===== config.mk =====
export PLATFORM = sky130hd
export DESIGN_NAME = plcap_regs
export DESIGN_NICKNAME = d
export VERILOG_FILES = /design/src/shared/plcap_pkg.sv /design/src/plcap_regs.sv /design/src/plcap_demph.sv /design/src/plcap_lock.sv
export SDC_FILE = /design/constraint.sdc
export NUM_CORES = 1
export LEC_CHECK = 0
export BUFFER_PORTS_ARGS = -buffer_cell sky130_fd_sc_hd__buf_2
export CAP_MARGIN = 30
export CORE_MARGIN = 2
export CORE_UTILIZATION = 38
export DETAILED_ROUTE_END_ITERATION = 16
export GPL_TIMING_DRIVEN = 0
export PLACE_DENSITY = 0.69
export SLEW_MARGIN = 30
export SYNTH_ARGS = -nofsm -noshare
export SYNTH_HDL_FRONTEND = slang
export SYNTH_SLANG_ARGS = --single-unit

===== constraint.sdc =====
create_clock -name REF_CLK -period 1.2 [get_ports REF_CLK]
set_input_delay 0.24 -clock REF_CLK [delete_from_list [all_inputs] [get_ports REF_CLK]]
set_output_delay 0.24 -clock REF_CLK [all_outputs]
set_load 0.005 [all_outputs]

===== src/shared/plcap_pkg.sv =====
package plcap_pkg;

    // ************************************************************
    // Register byte offsets
    // ************************************************************
    localparam logic [11:0] OFS_LINK_STATUS_TWO = 12'h072;
    localparam logic [11:0] OFS_SLOT_CAPABILITIES_TWO = 12'h074;
    localparam logic [11:0] OFS_SLOT_CONTROL_TWO = 12'h078;
    localparam logic [11:0] OFS_SLOT_STATUS_TWO = 12'h07a;
    localparam logic [11:0] OFS_POWER_MGMT_CAPABILITIES = 12'h0c0;

    // ************************************************************
    // Field positions
    // ************************************************************
    localparam int DEEMPH_BIT = 0;
    localparam int CAP_IDENT_LSB = 0;
    localparam int NEXT_CAP_LSB = 8;
    localparam int REV_LSB = 16;
    localparam int WAKECLK_BIT = 19;
    localparam int DEVINIT_BIT = 21;
    localparam int AUXCUR_LSB = 22;
    localparam int D1_BIT = 25;
    localparam int D2_BIT = 26;
    localparam int WAKE_LSB = 27;
    localparam int WAKE_D3COLD_IDX = 4;

    // ************************************************************
    // Fixed and reset values
    // ************************************************************
    localparam logic DEEMPH_RST = 1'h0;
    localparam logic [7:0] CAP_IDENT_VAL = 8'h01;
    localparam logic [7:0] NEXT_CAP_RST = 8'hd0;
    localparam logic [2:0] REV_VAL = 3'h3;
    localparam logic WAKECLK_VAL = 1'h0;
    localparam logic DEVINIT_RST = 1'h0;
    localparam logic [2:0] AUXCUR_VAL = 3'h0;
    localparam logic D1_VAL = 1'h0;
    localparam logic D2_VAL = 1'h0;
    localparam logic [4:0] WAKE_RST = 5'h19;
    localparam logic [31:0] RSVD_VAL = 32'h0000_0000;

    // ************************************************************
    // Init-time write window
    // ************************************************************
    typedef enum logic [2:0]
    {
        PLCAP_LK_IDLE = 3'b001,
        PLCAP_LK_LOAD = 3'b010,
        PLCAP_LK_SHUT = 3'b100
    } plcap_lock_t;

endpackage


===== src/plcap_regs.sv =====
// How it works
// - Status bit shows transmit de-emphasis at 5 GT/s: 0 is -6 dB, 1 -3.5 dB.
// - At 2.5 GT/s the de-emphasis bit is undefined; nothing relies on it.
// - Slot capabilities, control and status two read zero, ignore writes.
// - Capability header low byte reads fixed identifier one.
// - Second header byte holds the next capability offset.
// - Three-bit revision field reads three.
// - Wake clock bit reads zero.
// - Device init bit resets to zero: no special init needed.
// - Auxiliary current field reads zero.
// - D1 and D2 support bits read zero.
// - Wake state support field resets to 11001 binary.
// - Wake messages are never forwarded in D3cold.
// - Writing wake state support changes only the advertised value.
`timescale 1ns/100ps
module plcap_regs
(
    input wire logic REF_CLK,
    input wire logic NRST,
    input wire logic [11:0] ADDR,
    input wire logic [31:0] WDATA,
    input wire logic WR_STB,
    input wire logic RD_STB,
    output logic [31:0] RDATA,
    input wire logic LINK_FAST,
    input wire logic TX_DEEMPH,
    input wire logic INIT_CFG,
    output logic CFG_LOCKED,
    output logic [4:0] WAKE_FWD_STATES
);

    // ************************************************************
    // Local state
    // ************************************************************
    logic [31:0] rdata_ff;
    logic [31:0] nxt_rdata;
    logic [7:0] cap_ptr_ff;
    logic dev_init_ff;
    logic [4:0] wake_adv_ff;
    logic [4:0] fwd_states_ff;
    logic deemph_flag;
    logic wr_open;
    logic locked;
    logic pm_wr;

    // ************************************************************
    // Helpers
    // ************************************************************
    function automatic logic [31:0] pm_word
    (
        input logic [7:0] nxt,
        input logic dinit,
        input logic [4:0] wake
    );
        logic [31:0] w;
        w = plcap_pkg::RSVD_VAL;
        w[plcap_pkg::CAP_IDENT_LSB +: 8] = plcap_pkg::CAP_IDENT_VAL;
        w[plcap_pkg::NEXT_CAP_LSB +: 8] = nxt;
        w[plcap_pkg::REV_LSB +: 3] = plcap_pkg::REV_VAL;
        w[plcap_pkg::WAKECLK_BIT] = plcap_pkg::WAKECLK_VAL;
        w[plcap_pkg::DEVINIT_BIT] = dinit;
        w[plcap_pkg::AUXCUR_LSB +: 3] = plcap_pkg::AUXCUR_VAL;
        w[plcap_pkg::D1_BIT] = plcap_pkg::D1_VAL;
        w[plcap_pkg::D2_BIT] = plcap_pkg::D2_VAL;
        w[plcap_pkg::WAKE_LSB +: 5] = wake;
        return w;
    endfunction

    function automatic logic [4:0] fwd_mask(input logic [4:0] st);
        logic [4:0] m;
        m = st;
        m[plcap_pkg::WAKE_D3COLD_IDX] = 1'h0;
        return m;
    endfunction

    // ************************************************************
    // Sub-blocks
    // ************************************************************
    plcap_demph u_demph
    (
        .clk(REF_CLK),
        .rst_n(NRST),
        .link_fast(LINK_FAST),
        .tx_level(TX_DEEMPH),
        .deemph_flag_ff(deemph_flag)
    );

    plcap_lock u_lock
    (
        .clk(REF_CLK),
        .rst_n(NRST),
        .init_cfg(INIT_CFG),
        .wr_open(wr_open),
        .locked(locked)
    );

    // ************************************************************
    // Lockable capability fields
    // ************************************************************
    assign pm_wr = WR_STB && wr_open
        && (ADDR == plcap_pkg::OFS_POWER_MGMT_CAPABILITIES);

    always_ff @(posedge REF_CLK)
    begin
        if (!NRST)
        begin
            cap_ptr_ff <= plcap_pkg::NEXT_CAP_RST;
            dev_init_ff <= plcap_pkg::DEVINIT_RST;
            wake_adv_ff <= plcap_pkg::WAKE_RST;
        end
        else if (pm_wr)
        begin
            cap_ptr_ff <= WDATA[plcap_pkg::NEXT_CAP_LSB +: 8];
            dev_init_ff <= WDATA[plcap_pkg::DEVINIT_BIT];
            wake_adv_ff <= WDATA[plcap_pkg::WAKE_LSB +: 5];
        end
    end

    // Forwarding follows the default states, never the advertised
    // copy, and drops D3cold since main power is gone there
    always_ff @(posedge REF_CLK)
    begin
        if (!NRST)
            fwd_states_ff <= 5'h00;
        else
            fwd_states_ff <= fwd_mask(plcap_pkg::WAKE_RST);
    end

    // ************************************************************
    // Read path
    // ************************************************************
    // Slot registers two and any unmapped offset fall to zero; the
    // bus has no error answer, so a stray read is silent
    always_comb
    begin
        nxt_rdata = plcap_pkg::RSVD_VAL;
        if (RD_STB)
        begin
            unique case (ADDR)
                plcap_pkg::OFS_LINK_STATUS_TWO:
                    nxt_rdata[plcap_pkg::DEEMPH_BIT] = deemph_flag;
                plcap_pkg::OFS_SLOT_CAPABILITIES_TWO,
                plcap_pkg::OFS_SLOT_CONTROL_TWO,
                plcap_pkg::OFS_SLOT_STATUS_TWO:
                    nxt_rdata = plcap_pkg::RSVD_VAL;
                plcap_pkg::OFS_POWER_MGMT_CAPABILITIES:
                    nxt_rdata = pm_word(cap_ptr_ff, dev_init_ff,
                        wake_adv_ff);
                default:
                    nxt_rdata = plcap_pkg::RSVD_VAL;
            endcase
        end
    end

    always_ff @(posedge REF_CLK)
    begin
        if (!NRST)
            rdata_ff <= plcap_pkg::RSVD_VAL;
        else
            rdata_ff <= nxt_rdata;
    end

    assign RDATA = rdata_ff;
    assign CFG_LOCKED = locked;
    assign WAKE_FWD_STATES = fwd_states_ff;

    logic rd_pm;
    logic rd_slot;
    logic rd_link;
    logic rst_seen_ff;

    assign rd_pm = RD_STB
        && (ADDR == plcap_pkg::OFS_POWER_MGMT_CAPABILITIES);
    assign rd_slot = RD_STB
        && ((ADDR == plcap_pkg::OFS_SLOT_CAPABILITIES_TWO)
        || (ADDR == plcap_pkg::OFS_SLOT_CONTROL_TWO)
        || (ADDR == plcap_pkg::OFS_SLOT_STATUS_TWO));
    assign rd_link = RD_STB
        && (ADDR == plcap_pkg::OFS_LINK_STATUS_TWO);

    // Marks the first cycle after reset release
    always_ff @(posedge REF_CLK)
    begin
        if (!NRST)
            rst_seen_ff <= 1'h0;
        else
            rst_seen_ff <= 1'h1;
    end
endmodule // plcap_regs


===== src/plcap_demph.sv =====
`timescale 1ns/100ps
module plcap_demph
(
    input wire logic clk,
    input wire logic rst_n,
    input wire logic link_fast,
    input wire logic tx_level,
    output logic deemph_flag_ff
);
    logic [1:0] fast_sync_ff;
    logic [1:0] lvl_sync_ff;
    logic nxt_deemph_flag;

    // Both levels come from the PHY side; two stages each
    always_ff @(posedge clk)
    begin
        if (!rst_n)
        begin
            fast_sync_ff <= 2'h0;
            lvl_sync_ff <= 2'h0;
        end
        else
        begin
            fast_sync_ff <= {fast_sync_ff[0], link_fast};
            lvl_sync_ff <= {lvl_sync_ff[0], tx_level};
        end
    end

    // At the base rate the level means nothing, so the flag simply
    // keeps the last value seen at the fast rate
    always_comb
    begin
        nxt_deemph_flag = deemph_flag_ff;
        if (fast_sync_ff[1])
            nxt_deemph_flag = lvl_sync_ff[1];
    end

    always_ff @(posedge clk)
    begin
        if (!rst_n)
            deemph_flag_ff <= plcap_pkg::DEEMPH_RST;
        else
            deemph_flag_ff <= nxt_deemph_flag;
    end

endmodule // plcap_demph


===== src/plcap_lock.sv =====
`timescale 1ns/100ps
module plcap_lock
(
    input wire logic clk,
    input wire logic rst_n,
    input wire logic init_cfg,
    output logic wr_open,
    output logic locked
);
    logic [1:0] init_sync_ff;
    plcap_pkg::plcap_lock_t state_ff;
    plcap_pkg::plcap_lock_t nxt_state;

    always_ff @(posedge clk)
    begin
        if (!rst_n)
            init_sync_ff <= 2'h0;
        else
            init_sync_ff <= {init_sync_ff[0], init_cfg};
    end

    // One load window per reset; once shut it stays shut
    always_comb
    begin
        nxt_state = state_ff;
        unique case (state_ff)
            plcap_pkg::PLCAP_LK_IDLE:
                if (init_sync_ff[1])
                    nxt_state = plcap_pkg::PLCAP_LK_LOAD;
            plcap_pkg::PLCAP_LK_LOAD:
                if (!init_sync_ff[1])
                    nxt_state = plcap_pkg::PLCAP_LK_SHUT;
            plcap_pkg::PLCAP_LK_SHUT:
                nxt_state = plcap_pkg::PLCAP_LK_SHUT;
            default:
                nxt_state = plcap_pkg::PLCAP_LK_SHUT;
        endcase
    end

    always_ff @(posedge clk)
    begin
        if (!rst_n)
            state_ff <= plcap_pkg::PLCAP_LK_IDLE;
        else
            state_ff <= nxt_state;
    end

    assign wr_open = (state_ff == plcap_pkg::PLCAP_LK_LOAD);
    assign locked = (state_ff == plcap_pkg::PLCAP_LK_SHUT);

endmodule // plcap_lock


* After elaboration in Yosys (flattened, before gate mapping) *
Index checks and enable logic that the tools add are counted.

word-level totals
  input bits = 51
  output and inout bits = 38
  flip-flop bits (word level) = 61

operators by class
  mux-type cells = 6
  eq/ne operators = 7
  reductions and logical operators = 5

operator list
  operator                                                                  number
  17-bit 2-to-1 mux                                                         1
  12-bit by 7-bit == test with 1-bit output (second input constant)         1
  12-bit by 8-bit == test with 1-bit output (second input constant)         1
  3-bit 2-to-1 mux                                                          2
  3-bit case mux with 2 select lines                                        1
  4-bit 2-to-1 mux                                                          1
  2-bit AND reduction                                                       2
  3-bit by 1-bit == test with 1-bit output (second input constant)          1
  3-bit by 2-bit == test with 1-bit output (second input constant)          1
  3-bit == test (second input constant)                                     1
  3-bit AND reduction                                                       1
  1-bit logical AND                                                         2
  2-bit by 1-bit inequality test with 1-bit output (second input constant)  1
  2-bit inequality test (second input constant)                             1
  1-bit case mux with 2 select lines                                        1

* Depth between registers and ports, before layout *
Gate-level depths: netlist (run 1).

  depth in word-level cells = 3
  mapped depth = 4
  depth with buffers taken out = 3

* By module *
Synthesis (run 1) repeated with hierarchy kept, for this count alone.

second synthesis, totals
  cells, all modules = 150
  area total of the unflattened synthesis = 1590.3 µm²

modules (own cells, without submodules)
  module       cells each  instances  area an instance (µm²)  sequential area each (µm²)
  plcap_regs   123         1          1262.5                  620.6
  plcap_lock   16          1          186.4                   100.1
  plcap_demph  11          1          141.4                   100.1

* Worst setup path after synthesis (run 1) *
OpenSTA, ideal clock, no wires.

  kind = register to register
  start = register u_lock.state_ff[0]
  end = register cap_ptr_ff[4]
  clock period less this slack = 1211 ps
  path buffers = 1
  arrival time = 1091 ps
  path slack = -11 ps
  library setup time = 120 ps
  cell stages (with the launch flop) = 5
  data required time = 1080 ps
  cells stage by stage = dfxtp_1 and4bb_2 nand4_4 buf_6 mux2i_1

on the way
  cells in the longest elaborated chain, start to end = 3

ends and longest elaborated chain
  what                                      RTL line           text
  from (decl)                               plcap_lock.sv:11   plcap_pkg::plcap_lock_t state_ff;
  from (signal assigned)                    plcap_lock.sv:43   state_ff <= plcap_pkg::PLCAP_LK_IDLE;
  from (signal assigned)                    plcap_lock.sv:45   state_ff <= nxt_state;
  3-bit by 2-bit == test with 1-bit output  plcap_lock.sv:48   assign wr_open = (state_ff == plcap_pkg::PLCAP_LK_LOAD);
  1-bit logical AND                         plcap_regs.sv:100  assign pm_wr = WR_STB && wr_open
  1-bit logical AND                         plcap_regs.sv:101  && (ADDR == plcap_pkg::OFS_POWER_MGMT_CAPABILITIES);
  to (signal assigned)                      plcap_regs.sv:107  cap_ptr_ff <= plcap_pkg::NEXT_CAP_RST;
  to (signal assigned)                      plcap_regs.sv:113  cap_ptr_ff <= WDATA[plcap_pkg::NEXT_CAP_LSB +: 8];
  to (decl)                                 plcap_regs.sv:37   logic [7:0] cap_ptr_ff;

Every way passes these cells.
A chain may end at the register's enable or synchronous reset.

* Final worst setup path (run 1) *
  start = register u_lock.state_ff[2]
  end = register cap_ptr_ff[3]

Same word-level chain as after synthesis.

==> metrics.yaml, run 1 <==
run_status:
  status: "finished with violations"
  violations: "setup timing"
sta:
  rsz0062_at_grt: "yes"
  period_minus_slack_ns: 1.27
  skew_ns: 0.00734
  setup_violations: 14
  tns_ns: -0.577
  hold_violations: 0
  slew_violations: 0
  finalCritPeriodShare: 1.06
  setup_ws_ns: -0.0666
  timing.hold.ws_ns: 0.0979
  fmax_ghz: 0.789
detailed_routing:
  routedWlPerCell_um: 10.3
  drt-initial-drc-count: 60
  vias: 1186
  post-route-drc-count: 0
  drt-total-wl_mm: 2.94
  ant_nets: 0
  firstDrtPassIters: 2
  via_per_inst: 4.16
floorplan:
  die_h_um: 69.4
  coreArea_mm2: 0.00406
  fp.dieW_um: 69.4
  ioPinCount: 89
  rows: 23
  start_util: 0.401
  die-area_mm2: 0.00482
power:
  p_switching_mw: 0.572
  pwr-share-comb: 0.090
  ir_drop_mv: 0.375
  internal-power_mw: 1.98
  leakagePower_nw: 1.15
  cellPowerDensity_mw_per_mm2: 1170
  pwr-share-seq: 0.545
  p_sw_frac: 0.224
  power_frac_clock: 0.364
global_route:
  grt-ovfl-total: 0
  grt_pass1_vias: 1131
  grt_pass1_wl_mm: 4.84
  grt_antenna_before_repair: 0
  grt_usage: 0.130
  grt_max_degree: 14
synthesis:
  syn_area_per_cell_um2: 10.7
  synth_area_leaders: "dfxtp_1 50%, buf_4 9.7%, mux2i_1 9.2%"
  ys_types: 24
  postSynthCellCount: 152
  ys_warn_count: 0
  synth_area_mm2: 0.00163
  synth.yosys.seq_area_share: 0.505
  synth_seq_cells: 41
  yosysTopAreaCell: "dfxtp_1"
  synth_top_area_frac: 0.505
clocking:
  clkTransAtPathRegs_ns: 0.08
  clk_path_buf_depth: 2
  cts_hold_buffers: 0
  numCtsBuffers: 5
  h-tree-depth: 2
  clock-sinks: 41
  clk_latency_ns: 0.29
  cts_tree: "built"
  root_buffer: "clkbuf_8"
flow_run:
  maxCapViolations: 0
final_layout:
  drive_gt1_frac: 0.413
  final_cell_mix: "52 x buf_2, 38 x dfxtp_1, 25 x buf_4"
  final_common_cell: "buf_2"
  finalInstanceArea_mm2: 0.00219
  area_growth_pct: 34.5
  diodes: 0
  finalNetCount: 285
place:
  portBuffers: 52
  place_congestion: 0.714
  dpl_cell_area_mm2: 0.00202
  dp_hpwl_mm: 2.15
worst_setup_path:
  worstPathRequired_ns: 1.39
  crit_type: "register to register"
  cp-end-kind: "register"
  critical_path_arrival_ns: 1.45
  crit_path_start_kind: "register"
  cp_max_fo: 5
hold_path:
  hold_class: "input port to register"
==> path summary, 6_finish.rpt <==
kind                          startpoint                      to  slack [ns]  depth (start not counted)
setup / recovery      u_lock.state_ff[2]           cap_ptr_ff[3]       -0.07                          4
hold / removal                      NRST      WAKE_FWD_STATES[0]         0.1                          1
setup reg to reg      u_lock.state_ff[2]           cap_ptr_ff[3]       -0.07                          4
hold reg to reg   u_lock.init_sync_ff[0]  u_lock.init_sync_ff[1]        0.44                          1
==> synthesized netlist by cell type <==
| cell type | n |
|---|---|
| clkbuf_1 | 4 |
| nand3_1 | 1 |
| nand2_1 | 17 |
| mux2i_1 | 15 |
| o31ai_1 | 1 |
| nand2b_1 | 1 |
| buf_6 | 1 |
| dfxtp_1 | 41 |
| and4_4 | 1 |
| xnor2_1 | 1 |
| nor4b_4 | 2 |
| a21oi_1 | 2 |
| buf_4 | 21 |
| nor4_4 | 1 |
| and2_1 | 21 |
| and4bb_2 | 1 |
| conb_1 | 1 |
| nand3b_1 | 1 |
| nor3_1 | 1 |
| nor3b_1 | 1 |
| nand4_4 | 1 |
| nor2_1 | 1 |
| nor2b_1 | 14 |
| and4b_1 | 1 |
==> worst max-delay path: stages (launching register included) <==
cell,delay [ns]
dfxtp_2,0.33
and4bb_2,0.32
nand4_4,0.17
clkbuf_16,0.22
mux2i_1,0.12
==> timing repair <==
action                     in CTS  in global routing
setup endpoints to repair      11                 15
pin swaps                       1                  1
buffers inserted                5                  0
gates resized for setup         4                  1
cloned                          1                  0
==> area by class of cell <==
class | count | area (um2)
Fill cell | 370 | 1870
Sequential cell | 41 | 825
Multi-Input combinational cell | 102 | 686
Timing Repair Buffer | 58 | 327
Buffer | 26 | 193
Clock buffer | 6 | 82.6
Tap cell | 50 | 62.6
Clock inverter | 2 | 13.8
==> per-layer routing <==
metal  global-route usage  part of all wire
met4               0.0588             0.016
met1                0.129              0.39
met5                    0                 0
met2                0.232              0.50
met3               0.0596             0.097
==> power groups by stage <==
stage / registers (mW) / logic (mW) / clock network [mW]
finish: 1.39 / 0.231 / 0.931
CTS: 1.39 / 0.229 / 0.955
global route: 1.40 / 0.257 / 1.03
floorplan: 1.43 / 0.127 / 0
global placement: 1.43 / 0.205 / 0
detailed placement: 1.43 / 0.207 / 0
==> registers in the layout, summed over array words and instances, names as in the netlist, 2 cells and up <==
register	count
RDATA	16
u_lock.init_sync_ff	2
u_demph.fast_sync_ff	2
wake_adv_ff	5
u_demph.lvl_sync_ff	2
u_lock.state_ff	3
cap_ptr_ff	8
==> stage by stage <==
step	worst slack (ns)	power, mW	utilization	instances
3_5_place_dp	-0.245	1.64	0.498	271
3_3_place_gp	-0.219	1.63	0.498	271
5_1_grt	-0.116	2.69	0.539	285
2_1_floorplan	-0.000117	1.55	-	169
4_1_cts	-0.0858	2.58	0.540	285
6_report	-0.0666	2.55	0.539	285
==> cell families after synthesis <==
| kind of cell | after synthesis | synth area share |
|---|---|---|
| AO/OA/AOI/OAI | 3 | 0.0108 |
| other | 1 | 0.00231 |
| AND/OR/NAND/NOR | 65 | 0.272 |
| XOR/XNOR | 1 | 0.00539 |
| flip-flops | 41 | 0.505 |
| multiplexers | 15 | 0.0923 |
| buffers and inverters | 26 | 0.113 |
Note: power is estimated with default switching activity, not from simulation.
==> run 2: changes to the inputs <==
--- a/config.mk
+++ b/config.mk
@@ -9,8 +9,10 @@
 export CAP_MARGIN = 30
 export CORE_MARGIN = 2
 export CORE_UTILIZATION = 38
+export CTS_BUF_LIST = sky130_fd_sc_hd__clkbuf_4
 export DETAILED_ROUTE_END_ITERATION = 16
 export GPL_TIMING_DRIVEN = 0
+export MAX_ROUTING_LAYER = met4
 export PLACE_DENSITY = 0.69
 export SLEW_MARGIN = 30
 export SYNTH_ARGS = -nofsm -noshare
==> run 2 against run 1 <==
  * The run still ends with setup timing left
  * Global-route usage increased by 0.12 points
  * Worst hold slack got worse by 0.053 ns
  * Final area decreased by 1.9%
  * Clock skew increased by 0.0083 ns
  * Count of clock-buffer cells in the layout decreased by 1
  * Final cell count unchanged
  * Clock power decreased by 29%
  * Sequential cell count unchanged
  * Register-to-register slack about the same
  * Power decreased by 11%
  * Critical path type unchanged
==> metrics.yaml, run 2 (synthesized netlist as in run 1, its figures left out) <==
run_status:
  status: "finished with violations"
  violations: "setup timing"
sta:
  hold_violations: 0  # unchanged
  setup_ws_ns: -0.0602  # +0.00640 ns
  rsz0062_at_grt: "yes"
  setup_violations: 15  # +1
  period_minus_slack_ns: 1.26  # -0.00640 ns
  skew_ns: 0.0156  # +0.00825 ns
  slew_violations: 0  # unchanged
  finalCritPeriodShare: 1.05  # -0.00533
  tns_ns: -0.697  # -0.121 ns
  fmax_ghz: 0.793  # +0.51%
floorplan:
  ioPinCount: 89  # unchanged
  start_util: 0.401  # unchanged
  fp.dieW_um: 69.4  # unchanged
  die-area_mm2: 0.00482  # unchanged
  die_h_um: 69.4  # unchanged
  coreArea_mm2: 0.00406  # unchanged
  rows: 23  # unchanged
clocking:
  clk_path_buf_depth: 2  # unchanged
  cts_tree: "built"
  clk_latency_ns: 0.35  # +0.06 ns
  h-tree-depth: 2  # unchanged
  root_buffer: "clkbuf_4"
  numCtsBuffers: 5  # unchanged
  clkTransAtPathRegs_ns: 0.13  # +0.05 ns
  cts_hold_buffers: 0  # unchanged
  clock-sinks: 41  # unchanged
worst_setup_path:
  r2r-start: "u_lock.state_ff[2]"
  cp_max_fo: 5  # unchanged
  cpPeakStageDelay_ns: 0.34  # about the same
  crit_type: "register to register"
  crit_path_start_kind: "register"
  worstPathRequired_ns: 1.46  # +0.07 ns
  cp-end-kind: "register"
  cp-startpoint: "u_lock.state_ff[2]"
  worst-path-buf-inv: 1  # unchanged
  critical_path_arrival_ns: 1.52  # +0.07 ns
  crit_chain: "and4bb_2, nand4_4, clkbuf_16, mux2i_1"
  cpLargestDelayFamily: "simple AND/OR/NAND/NOR gates"
  slowest_stage: "dfxtp_2"
hold_path:
  hold_class: "input port to register"
  min_from: "NRST"
power:
  pwr-share-seq: 0.611  # +0.066
  leakagePower_nw: 1.14  # -1.6%
  power_frac_clock: 0.288  # -0.076
  pwr-share-comb: 0.101  # +0.011
  p_switching_mw: 0.541  # -5.3%
  internal-power_mw: 1.74  # -12%
  p_sw_frac: 0.237  # +0.0135
  ir_drop_mv: 0.330  # -12%
  cellPowerDensity_mw_per_mm2: 1060  # -9.0%
final_layout:
  final_common_cell: "buf_2"
  area_growth_pct: 32.0
  largest_reg_flops: 16  # unchanged
  diodes: 0  # unchanged
  fill_cells: 379  # +2.4%
  drive_gt1_frac: 0.409  # -0.00426
  finalNetCount: 285  # unchanged
  layoutNonFillerInstCount: 285  # unchanged
  final_cell_mix: "52 x buf_2, 38 x dfxtp_1, 25 x buf_4"
global_route:
  grt_max_degree: 14  # unchanged
  grt_usage: 0.131  # +0.00117
  grt_pass1_wl_mm: 4.82  # -0.56%
  grt-ovfl-total: 0  # unchanged
  grt_pass1_vias: 1131  # unchanged
  grt_antenna_before_repair: 0  # unchanged
detailed_routing:
  ant_nets: 0  # unchanged
  drt-initial-drc-count: 41  # -32%
  firstDrtPassIters: 2  # unchanged
  via_per_inst: 4.12  # -1.0%
  vias: 1174  # -1.0%
  post-route-drc-count: 0  # unchanged
  routedWlPerCell_um: 10.2  # -0.85%
  drt-total-wl_mm: 2.91  # -0.85%
place:
  dp_hpwl_mm: 2.15  # unchanged
  dp_cells: 271  # unchanged
  portBuffers: 52  # unchanged
  post-place-ws_ns: -0.245  # unchanged
  place_congestion: 0.722  # +1.1%
flow_run:
  maxCapViolations: 0  # unchanged
## run 2: changes by cell type in the layout (fill, tap and decap cells not counted)
cell	change
clkbuf_8	-6
clkbuf_4	+5
clkinv_1	+1
## run 2: cell type report
cell class                      instances  area, um2  share of cell area
Sequential cell                        41        825               0.384
Multi-Input combinational cell        102        686               0.319
Timing Repair Buffer                   58        327               0.152
Buffer                                 26        193              0.0897
Tap cell                               50       62.6              0.0291
Clock buffer                            5       37.5              0.0175
Clock inverter                          3       17.5             0.00816
## run 2: power by group through the flow
stage / sequential, mW / clock [mW] / combinational, mW
after global placement: 1.43 / 0 / 0.205
final: 1.39 / 0.657 / 0.230
after detailed placement: 1.43 / 0 / 0.207
after CTS: 1.39 / 0.686 / 0.229
after global routing: 1.40 / 0.758 / 0.257
after floorplan: 1.43 / 0 / 0.127
## run 2: repair_timing
item | in CTS | in global routing
setup endpoints to repair | 11 | 15
setup buffers | 5 | 0
pin swaps | 1 | 1
cloned | 1 | 0
resized for setup | 4 | 1
## run 2: metrics by stage
step	cell area [um2]	total power, mW	hold slack [ns]	util
floorplan	1700	1.55	0.268	-
global placement	2020	1.63	0.384	0.498
detailed placement	2020	1.64	0.392	0.498
CTS	2150	2.31	0.0301	0.530
global route	2150	2.41	0.0236	0.529
finish	2150	2.28	0.0448	0.529
## run 2: worst paths after layout
kind / endpoint / slack, ns / cells after the start
worst max-delay path: cap_ptr_ff[0] / -0.06 / 4
worst min-delay path: WAKE_FWD_STATES[0] / 0.04 / 1
worst max register to register: cap_ptr_ff[0] / -0.06 / 4
worst min register to register: u_lock.init_sync_ff[1] / 0.44 / 1
## run 2: routing by layer
layer  vias up  track usage  routed length, um
met1       507        0.127               1170
met2        48        0.232               1410
met5         -            -                  0
li1        615            -                  -
met3         4       0.0509                267
met4         0       0.0588                 64
